`src/sfsir_pkg.sv`:
```
// Shared constants and carrier types for the serial port register block.
package sfsir_pkg;
    // Data path and queue geometry.
    localparam int DW = 16;
    localparam int DEPTH = 8;
    localparam int PTR_W = 3;
    localparam int CNT_W = 4;
    localparam logic [CNT_W-1:0] QUEUE_FULL = 4'h8;
    localparam logic [CNT_W-1:0] QUEUE_HALF = 4'h4;
    localparam logic [PTR_W-1:0] PTR_ONE = 3'h1;
    localparam logic [CNT_W-1:0] CNT_ONE = 4'h1;

    // Register byte addresses.
    localparam logic [31:0] ADDR_DATA = 32'h4004_0008;
    localparam logic [31:0] ADDR_STATUS = 32'h4004_000c;
    localparam logic [31:0] ADDR_PRESCALE = 32'h4004_0010;
    localparam logic [31:0] ADDR_MASK = 32'h4004_0014;
    localparam logic [31:0] ADDR_RAW = 32'h4004_0018;
    localparam logic [31:0] ADDR_MASKED = 32'h4004_001c;
    localparam logic [31:0] ADDR_CLEAR = 32'h4004_0020;

    // Status bit positions.
    localparam int ST_TXE = 0;
    localparam int ST_TXNF = 1;
    localparam int ST_RXNE = 2;
    localparam int ST_RXF = 3;
    localparam int ST_ACT = 4;

    // Interrupt condition bit positions.
    localparam int IRQ_OVR = 0;
    localparam int IRQ_TMO = 1;
    localparam int IRQ_RXH = 2;
    localparam int IRQ_TXH = 3;

    // Reset values, divider limits and the receive time-out length.
    localparam logic [7:0] PRESCALE_RESET = 8'h00;
    localparam logic [7:0] PRESCALE_MIN = 8'h02;
    localparam logic [7:0] PRESCALE_MASK = 8'hfe;
    localparam logic [3:0] MASK_RESET = 4'h0;
    localparam logic [DW-1:0] DATA_RESET = 16'h0000;
    localparam logic [5:0] TIMEOUT_BITS = 6'h20;

    // Frame handed to the shifter and frame returned by it.
    typedef struct packed {
        logic [DW-1:0] data;
        logic valid;
    } sfsir_tx_word_t;

    typedef struct packed {
        logic [DW-1:0] data;
        logic strobe;
    } sfsir_rx_frame_t;

    // Queue state.
    typedef struct packed {
        logic [DEPTH-1:0][DW-1:0] mem;
        logic [PTR_W-1:0] wptr;
        logic [PTR_W-1:0] rptr;
        logic [CNT_W-1:0] count;
    } sfsir_queue_st_t;

    // Bit clock divider state.
    typedef struct packed {
        logic [7:0] pre_cnt;
        logic [7:0] rate_cnt;
        logic tick;
    } sfsir_div_st_t;

    // Register block state.
    typedef struct packed {
        logic [7:0] prescale_divisor;
        logic [3:0] irq_mask;
        logic overrun;
        logic rx_timeout;
        logic [5:0] to_cnt;
        sfsir_tx_word_t tx_out;
        logic [31:0] rdata;
        logic intr;
    } sfsir_st_t;
endpackage

```
`src/sfsir_top.sv`:
```
// Serial port data, status, prescale and interrupt mask registers.
//
// The strobed register port was decided locally.
`timescale 1ns/1ps
module sfsir_top (
    // Clock and reset.
    input wire logic MCLK,
    input wire logic RESET_N,
    // Register port.
    input wire logic [31:0] ADDR,
    input wire logic [31:0] WDATA,
    input wire logic WR,
    input wire logic RD,
    output logic [31:0] RDATA,
    // Frame settings held elsewhere.
    input wire logic [7:0] SERIAL_CLOCK_RATE_FACTOR,
    input wire logic [3:0] FRAME_BITS_M1,
    // Shifter link.
    output sfsir_pkg::sfsir_tx_word_t TX_WORD,
    input wire logic TX_TAKE,
    input wire sfsir_pkg::sfsir_rx_frame_t RX_FRAME,
    input wire logic SHIFT_ACTIVE,
    output logic BIT_TICK,
    // Interrupt.
    output logic INTR
);
    import sfsir_pkg::*;

    sfsir_st_t s;
    sfsir_st_t next_s;

    logic wr_data;
    logic rd_data;
    logic [DW-1:0] txq_dout;
    logic [DW-1:0] rxq_dout;
    logic [CNT_W-1:0] txq_count;
    logic [CNT_W-1:0] rxq_count;
    logic txq_push;
    logic txq_pop;
    logic bypass;
    logic hold_free;
    logic tx_queue_empty;
    logic tx_queue_not_full;
    logic rx_queue_not_empty;
    logic rx_queue_full;
    logic link_active;
    logic [4:0] status;
    logic [3:0] raw;
    logic overrun_set;
    logic timeout_set;
    logic [DW-1:0] rd_mask;

    // Register strobes that reach the data queues.
    assign wr_data = WR && (ADDR == ADDR_DATA);
    assign rd_data = RD && (ADDR == ADDR_DATA);

    // The hold stage can take a word when empty or being taken.
    assign hold_free = !s.tx_out.valid || TX_TAKE;
    // An empty path hands the written word straight to the shifter.
    assign bypass = wr_data && (txq_count == '0) && hold_free;
    // Writes are dropped when the queue is full.
    assign txq_push = wr_data && tx_queue_not_full && !bypass;
    assign txq_pop = hold_free && (txq_count != '0);

    // Transmit queue.
    sfsir_queue u_txq (
        .clk(MCLK),
        .rst_n(RESET_N),
        .push(txq_push),
        .din(WDATA[DW-1:0]),
        .pop(txq_pop),
        .dout(txq_dout),
        .count(txq_count)
    );

    // Receive queue; a frame arriving when full replaces the newest.
    sfsir_queue u_rxq (
        .clk(MCLK),
        .rst_n(RESET_N),
        .push(RX_FRAME.strobe),
        .din(RX_FRAME.data),
        .pop(rd_data),
        .dout(rxq_dout),
        .count(rxq_count)
    );

    // Bit clock enable from the prescaler and rate factor.
    sfsir_bitclk u_bitclk (
        .clk(MCLK),
        .rst_n(RESET_N),
        .prescale_divisor(s.prescale_divisor),
        .serial_clock_rate_factor(SERIAL_CLOCK_RATE_FACTOR),
        .tick(BIT_TICK)
    );

    // Status flags; the hold stage counts toward the transmit empty flag but not the not-full flag.
    assign tx_queue_empty = (txq_count == '0) && !s.tx_out.valid;
    assign tx_queue_not_full = (txq_count != QUEUE_FULL);
    assign rx_queue_not_empty = (rxq_count != '0);
    assign rx_queue_full = (rxq_count == QUEUE_FULL);
    assign link_active = SHIFT_ACTIVE || !tx_queue_empty;
    assign status = {link_active, rx_queue_full, rx_queue_not_empty,
        tx_queue_not_full, tx_queue_empty};

    // Sticky event sources.
    assign overrun_set = RX_FRAME.strobe && rx_queue_full && !rd_data;
    assign timeout_set = BIT_TICK && rx_queue_not_empty && !rd_data
        && (s.to_cnt == TIMEOUT_BITS - 6'h01);

    // Raw conditions, independent of the mask.
    always_comb begin
        raw = '0;
        raw[IRQ_OVR] = s.overrun;
        raw[IRQ_TMO] = s.rx_timeout;
        raw[IRQ_RXH] = (rxq_count >= QUEUE_HALF);
        raw[IRQ_TXH] = (txq_count <= QUEUE_HALF);
    end

    // Received word mask for the configured frame length.
    assign rd_mask = 16'hffff >> (4'hf - FRAME_BITS_M1);

    // Next state: register writes, sticky flags, hold stage, read data.
    always_comb begin
        next_s = s;
        next_s.rdata = '0;
        // Hold stage toward the shifter.
        if (bypass) begin
            next_s.tx_out.data = WDATA[DW-1:0];
            next_s.tx_out.valid = 1'b1;
        end else if (txq_pop) begin
            next_s.tx_out.data = txq_dout;
            next_s.tx_out.valid = 1'b1;
        end else if (TX_TAKE) begin
            next_s.tx_out.valid = 1'b0;
        end
        // Time-out counter in bit periods, reset by a read or emptiness.
        if (!rx_queue_not_empty || rd_data) begin
            next_s.to_cnt = '0;
        end else if (BIT_TICK && s.to_cnt != TIMEOUT_BITS) begin
            next_s.to_cnt = s.to_cnt + 6'h01;
        end
        // Writes; the status and raw views ignore them.
        if (WR && ADDR == ADDR_PRESCALE) begin
            next_s.prescale_divisor = WDATA[7:0] & PRESCALE_MASK;
        end else if (WR && ADDR == ADDR_MASK) begin
            next_s.irq_mask = WDATA[3:0];
        end else if (WR && ADDR == ADDR_CLEAR) begin
            if (WDATA[IRQ_OVR]) begin
                next_s.overrun = 1'b0;
            end
            if (WDATA[IRQ_TMO]) begin
                next_s.rx_timeout = 1'b0;
            end
        end
        // A new event wins over a clear in the same cycle.
        if (overrun_set) begin
            next_s.overrun = 1'b1;
        end
        if (timeout_set) begin
            next_s.rx_timeout = 1'b1;
        end
        // Read data, valid in the cycle after the strobe only.
        if (RD && ADDR == ADDR_DATA) begin
            next_s.rdata[DW-1:0] = rxq_dout & rd_mask;
        end else if (RD && ADDR == ADDR_STATUS) begin
            next_s.rdata[4:0] = status;
        end else if (RD && ADDR == ADDR_PRESCALE) begin
            next_s.rdata[7:0] = s.prescale_divisor;
        end else if (RD && ADDR == ADDR_MASK) begin
            next_s.rdata[3:0] = s.irq_mask;
        end else if (RD && ADDR == ADDR_RAW) begin
            next_s.rdata[3:0] = raw;
        end else if (RD && ADDR == ADDR_MASKED) begin
            next_s.rdata[3:0] = raw & s.irq_mask;
        end
        // Interrupt line: any enabled raw condition.
        next_s.intr = |(raw & s.irq_mask);
    end

    // State register.
    always_ff @(posedge MCLK or negedge RESET_N) begin
        if (!RESET_N) begin
            s.prescale_divisor <= PRESCALE_RESET;
            s.irq_mask <= MASK_RESET;
            s.overrun <= 1'b0;
            s.rx_timeout <= 1'b0;
            s.to_cnt <= '0;
            s.tx_out.data <= DATA_RESET;
            s.tx_out.valid <= 1'b0;
            s.rdata <= '0;
            s.intr <= 1'b0;
        end else begin
            s <= next_s;
        end
    end

    // Outputs come straight from the state register.
    assign RDATA = s.rdata;
    assign TX_WORD = s.tx_out;
    assign INTR = s.intr;
endmodule

```
`src/sfsir_queue.sv`:
```
// Eight-entry word queue; a push into a full queue replaces the newest word.
`timescale 1ns/1ps
module sfsir_queue (
    // Clock and reset.
    input wire logic clk,
    input wire logic rst_n,
    // Push side.
    input wire logic push,
    input wire logic [sfsir_pkg::DW-1:0] din,
    // Pop side.
    input wire logic pop,
    output logic [sfsir_pkg::DW-1:0] dout,
    output logic [sfsir_pkg::CNT_W-1:0] count
);
    import sfsir_pkg::*;

    sfsir_queue_st_t s;
    sfsir_queue_st_t next_s;
    logic do_pop;
    logic room;

    // Head word and fill level are read straight from the state.
    assign dout = s.mem[s.rptr];
    assign count = s.count;
    assign do_pop = pop && (s.count != '0);
    assign room = (s.count != QUEUE_FULL) || do_pop;

    // Next state: pushes append, or overwrite the newest entry when full.
    always_comb begin
        next_s = s;
        if (push && room) begin
            next_s.mem[s.wptr] = din;
            next_s.wptr = s.wptr + PTR_ONE;
        end else if (push) begin
            next_s.mem[s.wptr - PTR_ONE] = din;
        end
        if (do_pop) begin
            next_s.rptr = s.rptr + PTR_ONE;
        end
        if (push && room && !do_pop) begin
            next_s.count = s.count + CNT_ONE;
        end else if (do_pop && !(push && room)) begin
            next_s.count = s.count - CNT_ONE;
        end
    end

    // State register.
    always_ff @(posedge clk or negedge rst_n) begin
        if (!rst_n) begin
            s <= '0;
        end else begin
            s <= next_s;
        end
    end
endmodule

```
`src/sfsir_bitclk.sv`:
```
// Two-stage divider making the one-cycle bit clock enable.
`timescale 1ns/1ps
module sfsir_bitclk (
    // Clock and reset.
    input wire logic clk,
    input wire logic rst_n,
    // Division factors.
    input wire logic [7:0] prescale_divisor,
    input wire logic [7:0] serial_clock_rate_factor,
    // Bit clock enable.
    output logic tick
);
    import sfsir_pkg::*;

    sfsir_div_st_t s;
    sfsir_div_st_t next_s;
    logic [7:0] pre_lim;

    // A divisor below the minimum is run at the minimum.
    assign pre_lim = ((prescale_divisor < PRESCALE_MIN) ? PRESCALE_MIN
        : prescale_divisor) - 8'h01;
    assign tick = s.tick;

    // Prescaler first, then the rate counter on each prescaler output.
    always_comb begin
        next_s = s;
        next_s.tick = 1'b0;
        if (s.pre_cnt >= pre_lim) begin
            next_s.pre_cnt = '0;
            if (s.rate_cnt >= serial_clock_rate_factor) begin
                next_s.rate_cnt = '0;
                next_s.tick = 1'b1;
            end else begin
                next_s.rate_cnt = s.rate_cnt + 8'h01;
            end
        end else begin
            next_s.pre_cnt = s.pre_cnt + 8'h01;
        end
    end

    // State register.
    always_ff @(posedge clk or negedge rst_n) begin
        if (!rst_n) begin
            s <= '0;
        end else begin
            s <= next_s;
        end
    end
endmodule

```
`config.mk`:
```
export PLATFORM = sky130hd
export DESIGN_NAME = sfsir_top
export DESIGN_NICKNAME = d
export VERILOG_FILES = /design/src/sfsir_pkg.sv /design/src/sfsir_top.sv /design/src/sfsir_queue.sv /design/src/sfsir_bitclk.sv
export SDC_FILE = /design/constraint.sdc
export NUM_CORES = 1
export LEC_CHECK = 0
export ABC_AREA = 1
export ABC_CLOCK_PERIOD_IN_PS = 3550
export CORE_MARGIN = 1
export CORE_UTILIZATION = 50
export CTS_CLUSTER_DIAMETER = 200
export CTS_CLUSTER_SIZE = 14
export DETAILED_ROUTE_END_ITERATION = 10
export DONT_BUFFER_PORTS = 1
export GPL_ROUTABILITY_DRIVEN = 0
export PLACE_DENSITY = 0.67
export SYNTH_ARGS = -nofsm -noshare
export SYNTH_HDL_FRONTEND = slang
export SYNTH_SLANG_ARGS = --single-unit
```
`constraint.sdc`:
```
create_clock -name MCLK -period 3.55 [get_ports MCLK]
set_clock_uncertainty 0.15 [all_clocks]
set_input_delay 0.71 -clock MCLK [delete_from_list [all_inputs] [get_ports MCLK]]
set_output_delay 0.71 -clock MCLK [all_outputs]
set_load 0.005 [all_outputs]
```
==> results, run 1 <==
- At the end of the flow, the number of nets in the layout was 2,188.
- The worst setup path is captured at a register.
- The area enclosed by the die boundary is ~36,000 µm².
- Traced cell by cell, the critical path runs through nor2_1 > a31oi_1 > ha_1 > nand2_1 > nor3_1 > xor2_1 > ha_1 > nand2_1 > o21a_1 > nand2_2 > nand3_1 > nor3b_1 > nor2_1.
- The average instance in the mapped netlist occupies 8.29 µm².
- The checks that failed: negative hold slack.
- The maximum clock frequency is approximately 330 MHz.
- Summing all flip-flop and latch instances after layout gives between 8000 and 9000 µm².
- The number of H-tree levels is 1.
- The detailed placement HPWL is approximately 29 mm.
- The width of the die is between 150 and 200 µm.
- The number of vias per cell is 5.71.
- Setup repair after global routing left no endpoint under its margin.
- The path class of the tightest hold or removal check is input pin to asynchronous set/reset pin.
- In this run the count of I/O pins placed on the die edge is 150.
- After filler insertion, the fill cell instance count of the layout stands at 3,221.
- The kind of start point of the critical path is a register.
- The number of clock sinks is approximately 350.
- In the final routed layout, each cell accounts on average for approximately 18 µm.
- The gate count of the mapped netlist is approximately 2,100.
- The sequential area share after synthesis is between 40% and 50%.
- The area growth from synthesis to layout is 4.34%.
- The number of placed instances, taps included, is 2,480.
- The remaining max-slew budget at the tightest pin is 23.8%.
- The share of the cycle needed by the critical path after routing is between 80% and 90%.
- Measured along the y axis, the die boundary spans 191 µm.
- The worst path needs between 3000 and 4000 ps of the cycle, external delays included.
- The count of buffers inserted at the top-level ports is 0.
- The worst path buffer plus inverter count is 0.
- The area of the placeable core is 34,800 µm².
- TritonCTS built the clock tree.
- Synthesis instantiated 54 different standard cells from the library.
- The power density over cell area is around 640 nW/µm².
- The highest net fanout along the worst path is 10.
- The floorplan has between 60 and 70 rows.
- After detailed routing, the total wire length is between 40 and 50 mm.
- The total via count after detailed routing is around 14,000.
- Cells fill 53.3% of the core in the end.
- The setup slack after layout is 533 ps.
- The startpoint identified for the worst register-to-register timing path is s[65].
- The slowest cell on the critical path is dfrtp_1.
- The master cell of the clock root buffer is clkbuf_16.
- Once the floorplan was initialized, standard cells occupied about half of the core.
- The total setup violations reported at the end of the flow is 0.
- The clock edge transition at the registers on the reported setup and hold paths is 70 ps.
- The count of final hold-check violations is 346.
- The proportion of synthesized flip-flops having asynchronous set or reset is 100%.
- For this block, the initial DRC count from the detailed router was 1,093.
- The cell area after placement is about 18,000 µm².
- Summed over all cells, the static leakage comes to a little over 9 nW.
- In the layout the commonest cells are nand2_1 (566), dfrtp_1 (345), o21ai_0 (210), nand3_1 (171), inv_1 (146).
- The detail route stage leaves a number of antenna-violating nets equal to 0.
- Max-cap violations in this run came to 0.
- The hold slack is -292 ps.
- The area of combinational cells with multiple inputs is 7630 µm².
- The number of antenna violations at the first check in global routing is 0.
- The number of global-route vias before repair is ~14,000.
- The kind of critical path is register to register.
- The setup slack after placement is approximately 240 ps.
- The first TritonRoute pass finished after 5 iterations.
- The total standard cell area after synthesis is between 15,000 and 20,000 µm².
- The arrival time at the worst endpoint is between 3000 and 4000 ps.
- Across every metal layer, demand over resource in global routing totals 25.9%.
- The finished cells cover approximately 19,000 µm².
- In the routed design, unresolved DRC markers number 0.
- The maximum number of buffers from clock root to sink is 3.
- The main flop type after synthesis is dfrtp_1.
- Yosys mapped a number of flops with a built-in enable equal to 0.
- The later pin in the worst-skew pair is clocked with a latency of approximately 560 ps.
- The actual slew at the worst max-slew pin is between 1000 and 1500 ps.
- The number of max-slew violations in the final report is 0.
- The number of buffers inserted during clock tree synthesis is 28.
- For this run, the number of Yosys warnings is 0.
- The logic depth of the worst register-to-register path is 13.
- The number of standard cells in the layout, taps in and fillers out is between 2,000 and 3,000.
- For the worst setup path, the data required time is between 3000 and 4000 ps.
- The most frequent standard cell in the layout excluding fill and tap cells is nand2_1.
- IR analysis of the VDD net gives a maximum drop of ~0.00037 V.
- The share of final-layout standard cells stronger than drive strength 1 is 6.18%.
- The run finished, with violations left.
- In this run the critical register-to-register path is captured at u_bitclk.s[5].
- The final global-route overflow total is 0.
- The number of synthesized register bits is 346.
- Summed over all failing endpoints, the final setup total negative slack is 0 ps.
- The worst reg-to-reg setup slack is 530 ps.
- On the worst path, the slowest cell contributes a delay of between 400 and 500 ps.
- The critical path's top delay family is simple AND/OR/NAND/NOR gates.
- Entering global routing, the biggest net connects around 350 pins.
- The global-route wire length before repair is 74.4 mm.
- Total power for the finished layout comes to around 12 mW.
- The repair_antennas step left the layout with diodes totalling 0.
[logic make-up (layout without fill, tap and decap cells)]
| family | after synthesis | count (layout) | synth area share (%) |
|---|---|---|---|
| DFF | 346 | 346 | 48.7 |
| xor gates and xnor gates | 26 | 26 | 1.28 |
| other | 1 | 16 | 0.0211 |
| muxes | 34 | 34 | 1.93 |
| adders and majority gates | 34 | 34 | 2.48 |
| AOI/OAI and AO/OA | 381 | 381 | 12.2 |
| and+or+nand+nor | 992 | 992 | 24.6 |
| buffers and inverters | 329 | 227 | 8.77 |
[power breakdown]
part           internal, mW  switching [mW]
combinational          1.28            2.34
clock                  1.51            1.39
sequential             4.85           0.565
total                  7.64            4.29
[layer usage]
layer	routed length [µm]	track usage [%]
met5	0	0
met4	1340	7.97
met3	3340	3.79
met2	21700	42.4
met1	19900	35.3
[worst max-delay path by stage]
stage | from | end | cells after the start
2_1_floorplan | ADDR[9] | u_rxq.count[3] | 17
3_3_place_gp | ADDR[9] | u_rxq.count[3] | 18
3_5_place_dp | ADDR[11] | u_rxq.count[3] | 18
4_1_cts | s[65] | u_bitclk.s[5] | 13
5_1_grt | s[65] | u_bitclk.s[5] | 14
6_report | s[65] | u_bitclk.s[5] | 13
[final cells by class]
cell class / instances / share of cell area (%)
Sequential cell: 346 / 46.7
Multi-Input combinational cell: 1483 / 41.1
Clock buffer: 30 / 3.93
Inverter: 152 / 3.08
Tap cell: 455 / 3.07
Timing Repair Buffer: 44 / 1.92
Clock inverter: 1 / 0.162
[worst reg2reg max path, stage by stage (launching register included)]
cell and delay [ps]:
dfrtp_1 430, nor2_1 100, a31oi_1 320, ha_1 250
nand2_1 90, nor3_1 200, xor2_1 120, ha_1 300
nand2_1 70, o21a_1 190, nand2_2 180, nand3_1 210
nor3b_1 220, nor2_1 70
[sequential cells by signal (all words and copies together) (netlist names)]
signal / flops
s: 17
u_txq.s: 134
u_txq.count: 4
u_bitclk.tick: 1
u_bitclk.s: 16
TX_WORD: 17
u_rxq.s: 134
raw: 2
RDATA: 16
INTR: 1
u_rxq.count: 4
[cell usage after synthesis, types with 4 or more instances]
cell type | count | area, µm²
nand2_1 | 567 | 2130
dfrtp_1 | 346 | 8660
o21ai_0 | 210 | 1050
nand3_1 | 171 | 856
inv_1 | 147 | 552
nor2_1 | 139 | 522
clkbuf_1 | 73 | 274
buf_4 | 65 | 488
a21oi_1 | 58 | 290
nand4_1 | 56 | 350
o221ai_1 | 37 | 324
o21ai_1 | 35 | 175
buf_2 | 33 | 165
ha_1 | 32 | 400
mux2i_1 | 32 | 320
xor2_1 | 19 | 166
nor3_1 | 15 | 75.1
nand2_2 | 13 | 81.3
o211ai_1 | 13 | 97.6
xnor2_1 | 7 | 61.3
nand3_4 | 6 | 105
o2111ai_1 | 6 | 52.6
nand3_2 | 5 | 50.1
nand2_4 | 4 | 45.0
o21ai_2 | 4 | 35.0
[timing repair]
action | 4_1_cts | 5_1_grt
resized for setup | 0 | 1
endpoints found under the setup margin | 0 | 2
hold endpoints to repair | 346 | 346
buffers inserted | 0 | 0
Note: power is estimated with default switching activity, not from simulation.
==> inputs of run 2 (changes only) <==
--- a/config.mk
+++ b/config.mk
@@ -5,8 +5,8 @@
 export SDC_FILE = /design/constraint.sdc
 export NUM_CORES = 1
 export LEC_CHECK = 0
-export ABC_AREA = 1
-export ABC_CLOCK_PERIOD_IN_PS = 3550
+export ABC_AREA = 0
+export ABC_CLOCK_PERIOD_IN_PS = 2800
 export CORE_MARGIN = 1
 export CORE_UTILIZATION = 50
 export CTS_CLUSTER_DIAMETER = 200
==> constraint.sdc (replaced) <==
create_clock -name MCLK -period 2.8 [get_ports MCLK]
set_clock_uncertainty 0.15 [all_clocks]
set_input_delay 0.56 -clock MCLK [delete_from_list [all_inputs] [get_ports MCLK]]
set_output_delay 0.56 -clock MCLK [all_outputs]
set_load 0.005 [all_outputs]
==> run 2 against run 1 <==
The run ends with negative hold slack, negative setup slack left. Critical path type unchanged. Clock-buffer cell count is 1 higher. Sequential power is 26% higher. Non-clock buffer count is 87 higher. Combinational power is 52% higher. Highest routed layer unchanged.
==> results, run 2 <==
- The number of antenna cells inserted came to 0 (unchanged).
- The number of synthesized register bits is 346 (unchanged).
- The final global-route overflow total is 0 (unchanged).
- The detailed placement HPWL is 25.3 mm (was 28.9 mm).
- The number of H-tree levels was 1 (unchanged).
- The remaining max-slew budget at the tightest pin is 41.2% (was 23.8%).
- The worst min-delay path category is input pin to asynchronous set/reset pin (unchanged).
- The actual slew at the worst max-slew pin is 882 ps (was 1140 ps).
- The library cell occupying the most area in the post-synthesis netlist is dfrtp_1 (unchanged).
- The total setup violations reported at the end of the flow is 3 (was 0).
- Most numerous cell types in the synthesized netlist: dfrtp_1 (346), mux2_2 (129), mux2_4 (80) (was nand2_1 (567), dfrtp_1 (346), o21ai_0 (210)).
- The global-route wire length before repair is 65.0 mm (was 74.4 mm).
- The clock edge transition at the registers on the reported setup and hold paths is 70 ps (about the same).
- The slowest cell on the critical path is dfrtp_1 (unchanged).
- Cell types with the largest area share after synthesis: dfrtp_1 (50%), mux2_2 (8.4%), mux4_2 (8.3%) (was dfrtp_1 (49%), nand2_1 (12%), o21ai_0 (5.9%)).
- The kind of start point of the critical path is a register (unchanged).
- The fraction of post-synthesis cell area in the top cell type by area is 50.1% (was 48.7%).
- The count of cell types in the netlist was 70 (was 54).
- The average cell area after synthesis is 13.7 µm² (was 8.29 µm²).
- Worst path cell trace: nor4_4 > a21o_1 > inv_2 > ha_4 > nand2b_4 > nor2_2 > xnor2_1 > ha_2 > o21ai_2 > a21oi_2 > o31ai_4 > buf_6 > buf_4 > mux2_2 (was nor2_1 > a31oi_1 > ha_1 > nand2_1 > nor3_1 > xor2_1 > ha_1 > nand2_1 > o21a_1 > nand2_2 > nand3_1 > nor3b_1 > nor2_1).
- The total via count after detailed routing was 10,700 (was 14,300).
- The count of standard-cell rows was 67 (was 68).
- The startpoint of the lowest-slack register-to-register path is s[68] (was s[65]).
- The proportion of synthesized flip-flops having asynchronous set or reset was 100% (unchanged).
- The instance count after placement with tap cells included is 1,696 (was 2,480).
- The main flop type after synthesis is dfrtp_1 (unchanged).
- The critical path capture point type is a register (unchanged).
- The share of the cycle needed by the critical path after routing was 102% (was 85.0%).
- Setup repair after global routing missed its margin: yes (was no).
- The maximum number of buffers from clock root to sink is 3 (unchanged).
- The highest net fanout along the worst path is 6 (was 10).
- The delay of the slowest critical-path stage is 420 ps (was 430 ps).
- The CTS tree is built (unchanged).
- The sum of internal, switching and leakage power was 16.0 mW (was 11.9 mW).
- The detailed-route wire length is 40.5 mm (was 46.4 mm).
- The required time of the critical path is 3090 ps (was 3840 ps).
- The clock latency on the worst-skew pair was 560 ps (about the same).
- The worst ir drop on vdd is 0.000797 V (was 0.000375 V).
- The sequential area share after synthesis came to 50.1% (was 48.7%).
- The area of the placeable core is 33,800 µm² (was 34,800 µm²).
- The gate count of the mapped netlist was 1,258 (was 2,143).
- Commonest cells after routing, fill and taps aside: dfrtp_1 (344), mux2_2 (129), mux2_4 (80), buf_4 (78), a32o_1 (66) (was nand2_1 (566), dfrtp_1 (345), o21ai_0 (210), nand3_1 (171), inv_1 (146)).
- The time the final worst path needs with I/O delays and setup is 2870 ps (was 3020 ps).
- The setup slack after placement came to -413 ps (was 244 ps).
- The most frequent standard cell in the layout excluding fill and tap cells is dfrtp_1 (was nand2_1).
- The violation count after the first detailed-route iteration is 694 (was 1,093).
- Outcome: finished with violations (unchanged).
- The routed length per placed instance came to 22.9 µm (was 18.5 µm).
- The count of flip-flops with a built-in enable after synthesis came to 0 (unchanged).
- The number of standard cells in the layout, taps in and fillers out is 1,764 (was 2,511).
- The total standard cell area after synthesis came to 17,300 µm² (was 17,800 µm²).
- The final net count is 1,447 (was 2,188).
- The number of clock sinks is 346 (unchanged).
- The number of global-route vias before repair is 11,300 (was 13,800).
- The share of final-layout standard cells stronger than drive strength 1 came to 35.5% (was 6.18%).
- The width of the die is 188 µm (was 191 µm).
- The number of max-slew violations in the final report is 0 (unchanged).
- The area enclosed by the die boundary is 35,300 µm² (was 36,300 µm²).
- The maximum clock frequency is 349 MHz (was 331 MHz).
- The count of synthesis-stage warnings from yosys was 0 (unchanged).
- The power density over cell area is 819 nW/µm² (was 644 nW/µm²).
- The post-detailed-route DRC marker count is 0 (unchanged).
- Regs by FF count: u_rxq.s x134, u_txq.s x134 (unchanged).
- The number of hold buffers added after CTS is 33.
- The number of buffers inserted during clock tree synthesis is 28 (unchanged).
- The top-level I/O count came to 150 (unchanged).
- The kind of critical path is register to register (unchanged).
- The arrival time at the worst endpoint was 3160 ps (was 3310 ps).
- The number of detailed-routing iterations run before antenna repair is 5 (unchanged).
- The overall track demand over capacity in global routing came to 23.5% (was 25.9%).
- The count of final hold-check violations is 346 (unchanged).
- The count of buffers inserted at the top-level ports was 0 (unchanged).
- The starting utilization of the core area came to 51.1% (about the same).
- The setup slack after layout came to -65.7 ps (was 533 ps).
- The total leakage power was 9.05 nW (about the same).
- The hold slack is -453 ps (was -292 ps).
- The cell with the most instances after synthesis is dfrtp_1 (was nand2_1).
- The post-synthesis to final-layout area growth came to 12.9% (was 4.34%).
- The number of antenna violations at the first check in global routing is 0 (unchanged).
- The master cell of the clock root buffer is clkbuf_16 (unchanged).
- The remaining number of nets flagged by the antenna check after routing is 0 (unchanged).
- The maximum number of pins on one net before global-route repair is 347 (unchanged).
- The total of max-cap violations is 0 (unchanged).
- The y dimension of the die is 188 µm (was 191 µm).
- The number of vias per cell is 6.04 (was 5.71).
- Violated checks: negative hold slack, negative setup slack (was negative hold slack).
- The launch point of the critical path is s[68] (was s[65]).
## run 2: cell count changes after synthesis, sizes merged, moves of 19 or more
cell and delta:
nor2 -79, o221ai -36, mux2 +207, clkbuf -39, a32o +66, o21ai -231, nand2 -526, a221o +19
inv -123, mux4 +64, nand4 -54, a21oi -48, nand3 -165
## run 2: power by group
part	internal, mW	leakage (nW)	switching [mW]
logic	2.77	4.12	2.74
registers	6.10	4.55	0.736
clock network	1.92	0.374	1.72
## run 2: worst paths after layout
check | endpoint | cells past startpoint | slack (ps)
min in group MCLK | u_txq.s[109] | 1 | 20
worst min-delay path | u_bitclk.s[7] | 0 | -450
worst min register to register | u_rxq.s[58] | 1 | 340
worst max-delay path | u_bitclk.s[1] | 14 | -70
max in group asynchronous | u_txq.s[13] | 0 | 2340
worst max register to register | u_bitclk.s[1] | 14 | -70
## run 2: layout make-up
type	count	area (µm²)
fill	2649	14300
sequential	346	8660
multi-input combinational	779	8150
timing repair buffer	131	1280
clock buffer	31	733
tap	448	561
inverter	28	105
clock inverter	1	30.0
## run 2: layer usage
| layer | vias up | global-route usage, % | routed length [µm] |
|---|---|---|---|
| met5 | - | 0 | 0 |
| met4 | 0 | 6.94 | 1130 |
| met3 | 71 | 3.57 | 1940 |
| met2 | 279 | 39.0 | 19800 |
| met1 | 5583 | 31.9 | 17600 |
| li1 | 4729 | - | - |
## run 2: what timing repair did
action | in CTS | in global routing
pin swaps | 7 | 16
gates resized for setup | 15 | 30
hold endpoints to repair | 563 | 346
buffers inserted | 3 | 1
endpoints found under the setup margin | 16 | 18
cloned | 0 | 0
## run 2: per-stage QoR
stage / utilization, % / setup TNS (ps) / cell area, µm² / hold WS [ps]
global route: 57.8 / -1550 / 19500 / -467
floorplan: - / -41950 / 17500 / 114
CTS: 57.4 / -56.6 / 19400 / -466
detailed placement: 54.0 / -69680 / 18200 / 129
finish: 57.8 / -78.9 / 19500 / -453
global placement: 54.0 / -65420 / 18200 / 130
## run 2: logic make-up (layout without fill, tap and decap cells)
family / count (synthesis) / after routing / share of synthesized area (%)
fa+ha+maj: 34 / 34 / 2.55
mux: 306 / 306 / 25.6
simple gates: 228 / 228 / 7.10
flops: 346 / 346 / 50.1
other cells: 1 / 16 / 0.0217
compound gates: 160 / 160 / 8.04
xor+xnor: 35 / 35 / 1.82
buf+inv: 148 / 191 / 4.75
## run 2: critical path, delay by kind of cell (launching register included)
kind | cells | cell delay [ps]
adder cells (fa/ha/maj) | 2 | 490
AO/OA/AOI/OAI | 4 | 570
multiplexers | 1 | 250
AND/OR/NAND/NOR | 3 | 420
XOR/XNOR | 1 | 130
buffers and inverters | 3 | 330
flip-flops | 1 | 420
==> inputs of run 3 (changes only) <==
==> constraint.sdc (replaced) <==
create_clock -name MCLK -period 2.8 [get_ports MCLK]
set_clock_uncertainty 0.15 [all_clocks]
set_input_delay 0.28 -clock MCLK [delete_from_list [all_inputs] [get_ports MCLK]]
set_output_delay 0.28 -clock MCLK [all_outputs]
set_load 0.005 [all_outputs]
==> run 3 against run 2 <==
The run still ends with negative hold slack, negative setup slack left. Largest power group unchanged. Cell area down 0.38%. Sequential power barely moved. Cell count increased by 0.17%. Highest routed layer is now met5. First-iteration DRC count increased by 2.0%. Critical path type unchanged.
==> results, run 3 (same netlist as run 2, synthesis figures left out) <==
- Setup repair after global routing missed its margin: yes (unchanged).
- The number of global-route vias before repair is 11,100 (was 11,300).
- The master cell of the clock root buffer is clkbuf_16 (unchanged).
- The maximum number of buffers from clock root to sink is 3 (unchanged).
- The final global-route overflow total was 0 (unchanged).
- The y dimension of the die came to 188 µm (unchanged).
- The kind of start point of the critical path is a register (unchanged).
- The count of final hold-check violations came to 346 (unchanged).
- The detailed placement HPWL is 24.2 mm (was 25.3 mm).
- The final net count was 1,449 (was 1,447).
- The sequential group share of total power is 43.2% (was 42.8%).
- The number of clock sinks is 346 (unchanged).
- The remaining number of nets flagged by the antenna check after routing came to 0 (unchanged).
- The number of H-tree levels is 1 (unchanged).
- The count of standard-cell rows came to 67 (unchanged).
- The share of final-layout standard cells stronger than drive strength 1 came to 33.5% (was 35.5%).
- The post-synthesis to final-layout area growth came to 12.5% (was 12.9%).
- The number of detailed-routing iterations run before antenna repair came to 5 (unchanged).
- The violation count after the first detailed-route iteration is 708 (was 694).
- The worst ir drop on vdd is 0.000716 V (was 0.000797 V).
- The hold slack is -725 ps (was -453 ps).
- The highest net fanout along the worst path was 5 (was 6).
- Violated checks: negative hold slack, negative setup slack (unchanged).
- The detailed-route wire length is 39.7 mm (was 40.5 mm).
- The end-of-flow core utilization is 57.5% (was 57.8%).
- The total of max-cap violations was 0 (unchanged).
- The remaining max-slew budget at the tightest pin is 38.2% (was 41.2%).
- The cell area after placement is 18,000 µm² (was 18,200 µm²).
- Outcome: finished with violations (unchanged).
- The part of the power in the clock network is 23.0% (was 22.8%).
- The net switching power of the design came to 5.10 mW (was 5.20 mW).
- The actual slew at the worst max-slew pin was 924 ps (was 882 ps).
- The sum of internal, switching and leakage power is 15.8 mW (was 16.0 mW).
- The top-level I/O count is 150 (unchanged).
- The overall track demand over capacity in global routing is 23.1% (was 23.5%).
- The time the final worst path needs with I/O delays and setup is 2850 ps (was 2870 ps).
- The maximum clock frequency came to 350 MHz (was 349 MHz).
- The CTS tree is built (unchanged).
- The total leakage power is 9.01 nW (was 9.05 nW).
- The area of the placeable core is 33,800 µm² (unchanged).
- The design area came to 19,400 µm² (was 19,500 µm²).
- The global-route wire length before repair is 64.0 mm (was 65.0 mm).
- Commonest cells after routing, fill and taps aside: dfrtp_1 (344), mux2_2 (128), mux2_4 (81), buf_4 (71), a32o_1 (66) (was dfrtp_1 (344), mux2_2 (129), mux2_4 (80), buf_4 (78), a32o_1 (66)).
- The logic depth of the worst register-to-register path is 11 (was 14).
- The total via count after detailed routing is 10,600 (was 10,700).
- The routed length per placed instance is 22.5 µm (was 22.9 µm).
- The combinational cell fraction of total power was 33.7% (was 34.5%).
- The post-detailed-route DRC marker count is 0 (unchanged).
- The kind of critical path was register to register (unchanged).
- The number of max-slew violations in the final report is 0 (unchanged).
- The number of vias per cell is 5.98 (was 6.04).
- The power density over cell area is 813 nW/µm² (was 819 nW/µm²).
- The starting utilization of the core area came to 51.1% (unchanged).
- The clock latency on the worst-skew pair came to 550 ps (was 560 ps).
- The instance count after placement with tap cells included was 1,673 (was 1,696).
- The proportion of total power due to net switching was 32.3% (was 32.5%).
- The clock edge transition at the registers on the reported setup and hold paths is 70 ps (about the same).
- The total setup violations reported at the end of the flow was 6 (was 3).
- Regs by FF count: u_rxq.s x134, u_txq.s x134 (unchanged).
- The width of the die is 188 µm (unchanged).
- The arrival time at the worst endpoint is 3140 ps (was 3160 ps).
- The setup slack after layout was -53.5 ps (was -65.7 ps).
- The worst min-delay path category is input pin to asynchronous set/reset pin (unchanged).
- The required time of the critical path is 3080 ps (was 3090 ps).
- The count of buffers inserted at the top-level ports is 0 (unchanged).
- The number of buffers inserted during clock tree synthesis is 28 (unchanged).
- The number of antenna violations at the first check in global routing is 2 (was 0).
- The internal power contribution is 10.7 mW (was 10.8 mW).
- The number of standard cells in the layout, taps in and fillers out is 1,767 (was 1,764).
- The critical path capture point type is a register (unchanged).
- The share of the cycle needed by the critical path after routing is 102% (about the same).
- The area enclosed by the die boundary came to 35,300 µm² (unchanged).
- The maximum number of pins on one net before global-route repair is 347 (unchanged).
- The most frequent standard cell in the layout excluding fill and tap cells is dfrtp_1 (unchanged).
run 3: changes by cell type in the layout (fill, tap and decap cells not counted), moves of 2 or more:
cell and change:
a21oi_1 -2, buf_12 -8, buf_4 -7, dlygate4sd3_1 +18
nand3_1 -2, nand3_2 +2, nor2_1 +6, nor2_2 -3
nor2_4 -3, nor3_1 +2, nor3_2 -2, o21ai_1 +5
o21ai_2 -5
run 3: power groups by stage:
stage	logic [mW]	clock network (mW)	registers [mW]
global route	5.75	3.91	6.97
global placement	4.92	0	6.86
detailed placement	5.05	0	6.91
CTS	5.28	3.73	6.81
floorplan	3.76	0	6.64
finish	5.33	3.64	6.83
run 3: per-layer routing:
layer	track usage [%]	share of wire, %	vias to the layer above	wire length (µm)
met5	0	0.033	-	13
met4	6.97	2.8	2	1110
met3	2.96	4.0	71	1590
met2	38.6	49	262	19600
met1	31.5	44	5514	17400
li1	-	-	4721	-
run 3: final cells by class:
| class | count | area [µm²] |
|---|---|---|
| antenna | 1 | 2.50 |
| tap | 448 | 561 |
| clock inverter | 1 | 30.0 |
| inverter | 28 | 105 |
| timing repair buffer | 133 | 1240 |
| fill | 2674 | 14300 |
| clock buffer | 31 | 733 |
| sequential | 346 | 8660 |
| multi-input combinational | 779 | 8110 |
run 3: timing repair:
| item | 4_1_cts | 5_1_grt |
|---|---|---|
| buffers inserted | 8 | 2 |
| pin swaps | 15 | 11 |
| setup endpoints to repair | 17 | 19 |
| hold buffers | 50 | 1 |
| resized for setup | 22 | 15 |
| hold endpoints to repair | 649 | 347 |
run 3: path summary, 6_finish.rpt:
kind | slack (ps) | end | from
worst max-delay path | -50 | u_bitclk.s[6] | s[68]
worst min register to register | 340 | u_rxq.s[126] | u_rxq.s[126]
worst max register to register | -50 | u_bitclk.s[6] | s[68]
worst min-delay path | -720 | u_txq.s[99] | RESET_N
min in group MCLK | 20 | RDATA[11] | FRAME_BITS_M1[1]
max in group asynchronous | 2540 | u_rxq.s[4] | RESET_N
run 3: worst max-delay path: stages (launching register included):
cell and delay, ps:
dfrtp_1 400, nor4_4 300, a21o_1 180, inv_2 50
ha_4 160, buf_4 140, xnor2_2 120, ha_1 310
and3_4 200, o31ai_4 340, nor2_4 100, a221o_1 290
run 3: per-stage QoR:
step / setup TNS (ps) / setup WS [ps]
global route: -2310 / -179
floorplan: -4110 / -184
finish: -155 / -53.5
global placement: -8150 / -166
detailed placement: -11420 / -202
CTS: -86.2 / -24.5
